File: src/rtl/lsau_pkg.sv
// Purpose: shared constants and types of the load/store address unit
// Assumes: 32-bit data path, sixteen general registers
// Notes:   encodings of operation, addressing mode and width live here
package lsau_pkg;

	localparam int          DATA_W        = 32;
	localparam int          IMM_W         = 12;
	localparam int          REG_IDX_W     = 4;
	localparam logic [31:0] PC_READ_AHEAD = 32'h0000_0004;
	localparam logic [31:0] PC_ALIGN_MASK = 32'hFFFF_FFFD;
	localparam logic [31:0] BRANCH_MASK   = 32'hFFFF_FFFE;
	localparam logic [31:0] PAIR_STRIDE   = 32'h0000_0004;
	localparam logic [3:0]  REG_PC        = 4'hF;

	typedef enum logic [1:0] {
		OP_ADDR_GEN = 2'h0,
		OP_LOAD     = 2'h1,
		OP_STORE    = 2'h2
	} lsau_op_type;

	typedef enum logic [1:0] {
		MODE_OFFSET = 2'h0,
		MODE_PRE    = 2'h1,
		MODE_POST   = 2'h2,
		MODE_REGOFF = 2'h3
	} lsau_mode_type;

	typedef enum logic [1:0] {
		SIZE_BYTE = 2'h0,
		SIZE_HALF = 2'h1,
		SIZE_WORD = 2'h2
	} lsau_size_type;

	typedef enum logic [2:0] {
		ST_IDLE = 3'b001,
		ST_ACC1 = 3'b010,
		ST_ACC2 = 3'b100
	} lsau_state_type;

endpackage

File: src/rtl/lsau_core.sv
// Purpose: address generation and sequencing of single and pair transfers
// Assumes: decoded instruction fields and register values at issue
// Notes:   one instruction in flight; memory answers with MEM_ACK
//
// Behaviour
// - address result is PC base plus or minus immediate
// - no instruction here touches condition flags
// - unsigned narrow loads zero-fill; stores sized
// - signed narrow loads replicate sign bit
// - offset mode leaves base unchanged
// - pre-index accesses and writes back sum
// - post-index accesses base, then writes sum
// - missing immediate means address is base
// - pair forms move a second register
// - single word load to PC branches, bit zero cleared
// - register offset: base plus shifted offset
// - register offset: byte, half, word only
// - PC base is address plus four with bit 1 cleared
// - failed condition writes and accesses nothing
`timescale 1ns/1ps
`default_nettype none
module lsau_core
	import lsau_pkg::*;
(
	input  wire logic                    CLK,
	input  wire logic                    RESET_N,
	input  wire logic                    ISSUE_VALID,
	output logic                         ISSUE_READY,
	input  wire lsau_pkg::lsau_op_type   OP_KIND,
	input  wire lsau_pkg::lsau_mode_type ADDR_MODE,
	input  wire lsau_pkg::lsau_size_type XFER_SIZE,
	input  wire logic                    SIGN_EXT,
	input  wire logic                    IS_PAIR,
	input  wire logic                    OFFSET_ADD,
	input  wire logic [11:0]             IMM_OFFSET,
	input  wire logic [1:0]              SHIFT_AMT,
	input  wire logic                    COND_PASS,
	input  wire logic [31:0]             INSTR_ADDR,
	input  wire logic [31:0]             BASE_VALUE,
	input  wire logic [31:0]             OFFSET_VALUE,
	input  wire logic [31:0]             DATA_VALUE,
	input  wire logic [31:0]             DATA2_VALUE,
	input  wire logic [3:0]              DEST_INDEX,
	input  wire logic [3:0]              DEST2_INDEX,
	input  wire logic [3:0]              BASE_INDEX,
	output logic                         MEM_REQ,
	output logic                         MEM_WRITE,
	output logic [31:0]                  MEM_ADDR,
	output logic [31:0]                  MEM_WDATA,
	output lsau_pkg::lsau_size_type      MEM_SIZE,
	input  wire logic                    MEM_ACK,
	input  wire logic [31:0]             MEM_RDATA,
	output logic                         RF_WE,
	output logic [3:0]                   RF_WIDX,
	output logic [31:0]                  RF_WDATA,
	output logic                         WB_WE,
	output logic [3:0]                   WB_WIDX,
	output logic [31:0]                  WB_WDATA,
	output logic                         BRANCH_VALID,
	output logic [31:0]                  BRANCH_TARGET,
	output logic                         FLAGS_WE,
	output logic                         DONE
);
	import lsau_pkg::*;

	// Add or subtract an unsigned offset
	function automatic logic [31:0] apply_offset(input logic [31:0] base,
		input logic [31:0] offs, input logic add);
		return add ? base + offs : base - offs;
	endfunction

	// Narrow load data widened to a full word
	function automatic logic [31:0] extend_load(input logic [31:0] d,
		input lsau_size_type sz, input logic sgn);
		logic [31:0] r;
		r = d;
		unique case (sz)
			SIZE_BYTE: r = {{24{sgn & d[7]}}, d[7:0]};
			SIZE_HALF: r = {{16{sgn & d[15]}}, d[15:0]};
			SIZE_WORD: r = d;
			// Unused size code passes the word through untouched
			default:   r = d;
		endcase
		return r;
	endfunction

	lsau_state_type state_ff;
	lsau_op_type    op_ff;
	lsau_mode_type  mode_ff;
	lsau_size_type  size_ff;
	logic           sign_ff;
	logic           pair_ff;
	logic [3:0]     dest_ff;
	logic [3:0]     dest2_ff;
	logic [3:0]     base_idx_ff;
	logic [31:0]    ea_ff;
	logic [31:0]    data2_ff;
	logic           accept;
	logic           last_ack;
	logic [31:0]    pc_base;
	logic [31:0]    pc_rel;
	logic [31:0]    imm_ea;
	logic [31:0]    reg_ea;
	logic [31:0]    eff_addr;
	logic [31:0]    first_addr;

	// Stall new work while the finish pulse shows, so the next
	// instruction reads a base that already holds its writeback
	assign ISSUE_READY = (state_ff == ST_IDLE) && !DONE;
	assign accept      = ISSUE_VALID && ISSUE_READY;
	assign last_ack    = MEM_ACK && ((state_ff == ST_ACC2) ||
		((state_ff == ST_ACC1) && !pair_ff));
	assign FLAGS_WE    = 1'b0;

	// Address arithmetic; a zero immediate leaves the base as is
	assign pc_base  = (INSTR_ADDR + PC_READ_AHEAD) & PC_ALIGN_MASK;
	assign pc_rel   = apply_offset(pc_base, {20'h0_0000, IMM_OFFSET},
		OFFSET_ADD);
	assign imm_ea   = apply_offset(BASE_VALUE, {20'h0_0000, IMM_OFFSET},
		OFFSET_ADD);
	assign reg_ea   = BASE_VALUE + (OFFSET_VALUE << SHIFT_AMT);
	assign eff_addr = (ADDR_MODE == MODE_REGOFF) ? reg_ea : imm_ea;
	assign first_addr = (ADDR_MODE == MODE_POST) ? BASE_VALUE
		: eff_addr;

	// Sequencer: idle, first word, second word of a pair
	always_ff @(posedge CLK or negedge RESET_N) begin
		if (!RESET_N) begin
			state_ff <= ST_IDLE;
		end else begin
			unique case (state_ff)
				ST_IDLE: begin
					if (accept && COND_PASS && OP_KIND != OP_ADDR_GEN) begin
						state_ff <= ST_ACC1;
					end
				end
				ST_ACC1: begin
					if (MEM_ACK) begin
						state_ff <= pair_ff ? ST_ACC2 : ST_IDLE;
					end
				end
				ST_ACC2: begin
					if (MEM_ACK) begin
						state_ff <= ST_IDLE;
					end
				end
				default: state_ff <= ST_IDLE;
			endcase
		end
	end

	// Instruction fields held for the whole transfer
	always_ff @(posedge CLK or negedge RESET_N) begin
		if (!RESET_N) begin
			op_ff       <= OP_ADDR_GEN;
			mode_ff     <= MODE_OFFSET;
			size_ff     <= SIZE_WORD;
			sign_ff     <= 1'b0;
			pair_ff     <= 1'b0;
			dest_ff     <= 4'h0;
			dest2_ff    <= 4'h0;
			base_idx_ff <= 4'h0;
			ea_ff       <= 32'h0000_0000;
			data2_ff    <= 32'h0000_0000;
		end else if (accept) begin
			op_ff       <= OP_KIND;
			mode_ff     <= ADDR_MODE;
			size_ff     <= IS_PAIR ? SIZE_WORD : XFER_SIZE;
			sign_ff     <= SIGN_EXT && (OP_KIND == OP_LOAD);
			pair_ff     <= IS_PAIR && (ADDR_MODE != MODE_REGOFF);
			dest_ff     <= DEST_INDEX;
			dest2_ff    <= DEST2_INDEX;
			base_idx_ff <= BASE_INDEX;
			ea_ff       <= eff_addr;
			data2_ff    <= DATA2_VALUE;
		end
	end

	// Memory request holds until acknowledged
	always_ff @(posedge CLK or negedge RESET_N) begin
		if (!RESET_N) begin
			MEM_REQ   <= 1'b0;
			MEM_WRITE <= 1'b0;
			MEM_ADDR  <= 32'h0000_0000;
			MEM_WDATA <= 32'h0000_0000;
			MEM_SIZE  <= SIZE_WORD;
		end else if (accept && COND_PASS && OP_KIND != OP_ADDR_GEN) begin
			MEM_REQ   <= 1'b1;
			MEM_WRITE <= (OP_KIND == OP_STORE);
			MEM_ADDR  <= first_addr;
			MEM_WDATA <= DATA_VALUE;
			MEM_SIZE  <= IS_PAIR ? SIZE_WORD : XFER_SIZE;
		end else if (MEM_ACK && state_ff == ST_ACC1 && pair_ff) begin
			MEM_ADDR  <= MEM_ADDR + PAIR_STRIDE;
			MEM_WDATA <= data2_ff;
		end else if (last_ack) begin
			MEM_REQ   <= 1'b0;
		end
	end

	// Data register write: address result or loaded word
	always_ff @(posedge CLK or negedge RESET_N) begin
		if (!RESET_N) begin
			RF_WE    <= 1'b0;
			RF_WIDX  <= 4'h0;
			RF_WDATA <= 32'h0000_0000;
		end else if (accept && COND_PASS && OP_KIND == OP_ADDR_GEN) begin
			RF_WE    <= 1'b1;
			RF_WIDX  <= DEST_INDEX;
			RF_WDATA <= pc_rel;
		end else if (MEM_ACK && op_ff == OP_LOAD && state_ff != ST_IDLE) begin
			// A first-access load into PC is not written; only a single word load branches
			RF_WE    <= !(state_ff == ST_ACC1 && dest_ff == REG_PC);
			RF_WIDX  <= (state_ff == ST_ACC2) ? dest2_ff : dest_ff;
			RF_WDATA <= extend_load(MEM_RDATA, size_ff, sign_ff);
		end else begin
			RF_WE    <= 1'b0;
		end
	end

	// Base writeback with the final word, visible to the next issue
	always_ff @(posedge CLK or negedge RESET_N) begin
		if (!RESET_N) begin
			WB_WE    <= 1'b0;
			WB_WIDX  <= 4'h0;
			WB_WDATA <= 32'h0000_0000;
		end else begin
			WB_WE    <= last_ack && (mode_ff == MODE_PRE ||
				mode_ff == MODE_POST);
			WB_WIDX  <= base_idx_ff;
			WB_WDATA <= ea_ff;
		end
	end

	// Finish pulse and branch on a PC load
	always_ff @(posedge CLK or negedge RESET_N) begin
		if (!RESET_N) begin
			DONE          <= 1'b0;
			BRANCH_VALID  <= 1'b0;
			BRANCH_TARGET <= 32'h0000_0000;
		end else begin
			DONE <= last_ack || (accept && (!COND_PASS ||
				OP_KIND == OP_ADDR_GEN));
			BRANCH_VALID  <= MEM_ACK && state_ff == ST_ACC1 && !pair_ff &&
				op_ff == OP_LOAD && dest_ff == REG_PC &&
				size_ff == SIZE_WORD;
			BRANCH_TARGET <= MEM_RDATA & BRANCH_MASK;
		end
	end

	AST_ADR_RESULT: assert property (@(posedge CLK) disable iff (!RESET_N)
		accept && COND_PASS && OP_KIND == OP_ADDR_GEN |=>
		RF_WE && DONE && RF_WDATA == $past(pc_rel))
		else $error("address result not written");
	AST_NO_FLAGS: assert property (@(posedge CLK) disable iff (!RESET_N)
		DONE |-> !FLAGS_WE)
		else $error("flags written");
	AST_ZERO_FILL: assert property (@(posedge CLK) disable iff (!RESET_N)
		RF_WE && op_ff == OP_LOAD && !sign_ff && size_ff == SIZE_BYTE
		|-> RF_WDATA[31:8] == 24'h00_0000)
		else $error("byte load not zero filled");
	AST_SIGN_FILL: assert property (@(posedge CLK) disable iff (!RESET_N)
		RF_WE && op_ff == OP_LOAD && sign_ff && size_ff == SIZE_HALF
		|-> RF_WDATA[31:16] == {16{RF_WDATA[15]}})
		else $error("half load not sign filled");
	AST_OFFSET_KEEP: assert property (@(posedge CLK) disable iff (!RESET_N)
		DONE && mode_ff == MODE_OFFSET |-> !WB_WE)
		else $error("offset mode wrote base");
	AST_PRE_INDEX: assert property (@(posedge CLK) disable iff (!RESET_N)
		accept && COND_PASS && OP_KIND != OP_ADDR_GEN &&
		ADDR_MODE == MODE_PRE |=> MEM_REQ && MEM_ADDR == $past(imm_ea))
		else $error("pre index address wrong");
	AST_POST_INDEX: assert property (@(posedge CLK) disable iff (!RESET_N)
		accept && COND_PASS && OP_KIND != OP_ADDR_GEN &&
		ADDR_MODE == MODE_POST |=> MEM_ADDR == $past(BASE_VALUE))
		else $error("post index address wrong");
	AST_PAIR_STEP: assert property (@(posedge CLK) disable iff (!RESET_N)
		state_ff == ST_ACC1 && MEM_ACK && pair_ff |=>
		MEM_REQ && MEM_ADDR == $past(MEM_ADDR) + PAIR_STRIDE)
		else $error("second pair word misplaced");
	AST_BRANCH_ALIGN: assert property (@(posedge CLK) disable iff (!RESET_N)
		BRANCH_VALID |-> !BRANCH_TARGET[0] && DONE && !RF_WE)
		else $error("branch target bit zero set");
	AST_REG_OFFSET: assert property (@(posedge CLK) disable iff (!RESET_N)
		accept && COND_PASS && OP_KIND != OP_ADDR_GEN &&
		ADDR_MODE == MODE_REGOFF |=> MEM_ADDR == $past(reg_ea))
		else $error("register offset address wrong");
	AST_COND_FAIL: assert property (@(posedge CLK) disable iff (!RESET_N)
		accept && !COND_PASS |=> DONE && !RF_WE && !MEM_REQ ##1 !WB_WE)
		else $error("failed condition had effect");
	AST_WB_TIMING: assert property (@(posedge CLK) disable iff (!RESET_N)
		WB_WE |-> DONE && !ISSUE_READY && WB_WDATA == ea_ff)
		else $error("writeback apart from finish");

endmodule
`default_nettype wire

File: config.mk
export PLATFORM = sky130hd
export DESIGN_NAME = lsau_core
export DESIGN_NICKNAME = d
export VERILOG_FILES = /design/src/rtl/lsau_pkg.sv /design/src/rtl/lsau_core.sv
export SDC_FILE = /design/constraint.sdc
export NUM_CORES = 1
export LEC_CHECK = 0
export ABC_CLOCK_PERIOD_IN_PS = 2300
export BUFFER_PORTS_ARGS = -buffer_cell sky130_fd_sc_hd__buf_2
export CAP_MARGIN = 20
export CORE_ASPECT_RATIO = 1.25
export CORE_MARGIN = 2
export CORE_UTILIZATION = 49
export DETAILED_ROUTE_END_ITERATION = 10
export PLACE_DENSITY = 0.78
export SLEW_MARGIN = 40
export SYNTH_ARGS = -nofsm -noshare
export SYNTH_HDL_FRONTEND = slang
export SYNTH_SLANG_ARGS = --single-unit
File: constraint.sdc
create_clock -name CLK -period 2.3 [get_ports CLK]
set_input_delay 0.115 -clock CLK [delete_from_list [all_inputs] [get_ports CLK]]
set_output_delay 0.115 -clock CLK [all_outputs]
set_load 0.02 [all_outputs]
==> impl_metrics.yaml <==
drt:
  via_count: 18320
  wl_per_cell_um: 21.70
  dr.pass1.iters: 6
  antenna_left: 0
  finalWirelength_um: 67870
  drc: 0
  via_per_inst: 5.856
  drt_iter0_markers: 2087
sta:
  layout_min_cycle_time_ps: 3385
  hold_viol: 0
  fin_crit_sh: 1.472
  fin_ws_ps: -1085
  tightest_slew_ps: 739.9
  relSlewSlack: 0.5057
  setup_viol: 74
  max_freq_mhz: 295.4
  skew_ps: 12.86
  slew_violations: 0
  rsz0062_at_grt: "true"
floorplan:
  io_pins: 410
  die_w_um: 161.8
  die-area_um2: 32560
  initial_utilization: 0.4950
  rows: 72
  core_um2: 30810
  fp.dieH_um: 201.2
place:
  dp.cells: 2862
  dpl.hpwl_um: 42550
  io_buffers: 406
  gp_congestion: 0.9664
  place_area_um2: 20500
critical_path:
  cp.arrival_ps: 3840
  timing.critical_path.to_type: "flop"
  critPathKind: "in2reg"
  cp.required_ps: 2750
  reg2reg_slack_ps: -30
  r2r-end: "MEM_ADDR[28]$_DFFE_PN0P_"
  r2r_start: "MEM_ADDR[5]$_DFFE_PN0P_"
  reg2reg_depth: 9
  cp_max_fo: 4
  worstSetupStartpointType: "input port"
cts:
  path_clk_slew_ps: 70
  cts.htree.levels: 1
  numCtsBuffers: 27
  cts_root_buf: "clkbuf_16"
  clock_sink_count: 262
  clock_latency_ps: 570
  max-clock-path-buffers: 3
  tritoncts: "built"
logic_synthesis:
  ys_warn_count: 0
  synth_area_per_cell_um2: 8.511
  synth_seq_cells: 262
  synth.distinct_cells: 75
  synth.cell_area_um2: 15250
  netlist_instances: 1792
  synthArstFlopShare: 1.000
  synth-seq-area-share: 0.4301
  synth_ff_type: "dfrtp_1"
  synth_edf_count: 0
global_routing:
  grt_first_pass_wirelength_um: 96050
  grt-ovfl-total: 0
  grt_pass1_vias: 17870
  grt_max_degree: 67
  antenna_found_initial: 5
  groute.usage.overall: 0.3717
power_and_ir_drop:
  ir_drop_mv: 0.6883
  leakage_nw: 12.20
  power.density_nw_per_um2: 842.2
cells_and_area:
  drive_gt1_frac: 0.4172
  synthToLayoutAreaGrowth_pct: 63.15
  finalNonFillerCells: 3128
  final_util: 0.8076
  nets: 2994
  fin_area_um2: 24880
status:
  status: "finished with violations"
  failed_checks: "negative setup slack"
run:
  cap_violations: 0
hold_path:
  hold_path_class: "in2async"
==> state kept, by name (all words and copies together), names as in the netlist, 31 cells and up <==
name / count
ea_ff: 32
MEM_WDATA: 32
data2_ff: 32
BRANCH_TARGET: 31
MEM_ADDR: 32
RF_WDATA: 32
WB_WDATA: 32
==> cell usage after synthesis, types with 31 or more instances <==
library cell | number | area, um^2
a21oi_1 | 107 | 535.5
nand3_1 | 44 | 220.2
xor2_1 | 47 | 411.6
dfrtp_1 | 259 | 6481
a31oi_1 | 58 | 362.9
clkbuf_1 | 73 | 274.0
mux2i_1 | 31 | 310.3
nand2_1 | 457 | 1715
nor2_1 | 145 | 544.3
o21ai_0 | 100 | 500.5
xnor2_1 | 68 | 595.6
ha_1 | 66 | 825.8
==> per-layer routing <==
layer / GRT usage / vias up / routed length (um)
met5: 0 / - / 0
met4: 0.1969 / 0 / 5069
met3: 0.07277 / 349 / 5765
met2: 0.6570 / 1215 / 33500
met1: 0.4217 / 8741 / 23530
li1: - / 8013 / -
==> where the power goes <==
| part | total (mW) | internal [mW] | switching [mW] | leakage [nW] |
|---|---|---|---|---|
| sequential | 7.08 | 6.03 | 1.05 | 3.11 |
| combinational | 9.22 | 3.89 | 5.32 | 8.62 |
| clock | 4.66 | 2.63 | 2.03 | 0.463 |
| total | 21.0 | 12.6 | 8.40 | 12.2 |
==> cell usage in the layout (no fill, tap or decap), types with 11 or more instances in the layout <==
cell	count
a221oi_2	13
xnor2_2	14
nor3_1	19
nand3_1	38
dfrtp_1	259
nor2_1	125
a21oi_1	80
nand2_2	12
xor2_1	35
a21o_1	25
nand2_1	435
a31oi_1	51
inv_1	24
buf_6	48
ha_1	51
xnor2_1	49
o21ai_1	19
nand4_1	19
ha_4	13
buf_2	397
and3_1	18
mux2i_1	30
o21ai_2	13
a21oi_2	17
buf_4	361
o21ai_0	61
nor2_2	15
clkbuf_16	27
mux2_2	13
dlygate4sd3_1	142
o211ai_1	11
==> timing repair <==
item / CTS / global route
pin swaps: 109 / 130
gates resized for setup: 175 / 140
endpoints found under the hold margin: 442 / 0
setup buffers: 34 / 50
hold buffers: 142 / 0
setup endpoints to repair: 74 / 74
==> stage by stage <==
step                      TNS, ps  power (mW)  hold WS [ps]  setup WS [ps]
after floorplan            -54620       11.05        -180.6          -1258
after global placement     -94740       14.34         54.07          -1583
after detailed placement  -100430       14.52         63.35          -1701
after CTS                  -42980       19.87         19.38         -923.4
after global routing       -63030       21.77         57.78          -1341
final                      -54640       20.95         49.45          -1085
==> worst max-delay path by stage <==
stage | from | endpoint | slack [ps]
detailed placement | IMM_OFFSET[0] | RF_WDATA[31]$_DFFE_PN0P_ | -1700
floorplan | IMM_OFFSET[1] | MEM_ADDR[26]$_DFFE_PN0P_ | -1260
global route | IMM_OFFSET[9] | MEM_ADDR[28]$_DFFE_PN0P_ | -1340
finish | IMM_OFFSET[2] | MEM_ADDR[26]$_DFFE_PN0P_ | -1080
global placement | IMM_OFFSET[1] | RF_WDATA[31]$_DFFE_PN0P_ | -1580
CTS | IMM_OFFSET[0] | RF_WDATA[31]$_DFFE_PN0P_ | -920
==> cell families after synthesis <==
family / synth area share
DFF: 0.4301
other: 0.0002459
buffers and inverters: 0.02962
adders and majority gates: 0.05546
muxes: 0.03831
AOI/OAI and AO/OA: 0.1648
and+or+nand+nor: 0.2154
xor gates and xnor gates: 0.06604
==> critical path, stage by stage <==
cell and delay (ps):
buf_8 100, nor3_4 190, nor4bb_4 250, buf_4 180
inv_2 40, nor2_2 70, ha_1 220, mux2_4 280
mux2_4 280, ha_4 260, nand4_1 130, or2_4 310
a2111oi_4 300, o311ai_2 150, a21o_1 220, and3_4 210
o31ai_4 210, mux2i_1 260, nor3_2 70
==> cell type report <==
type	count	area, um^2
clock buffer	33	728.2
fill	1808	5928
tap	407	509.2
antenna	5	12.51
clock inverter	17	202.7
sequential	262	6560
multi-input combinational	1413	9838
inverter	29	126.4
timing repair buffer	962	6904
Note: power is estimated with default switching activity, not from simulation.
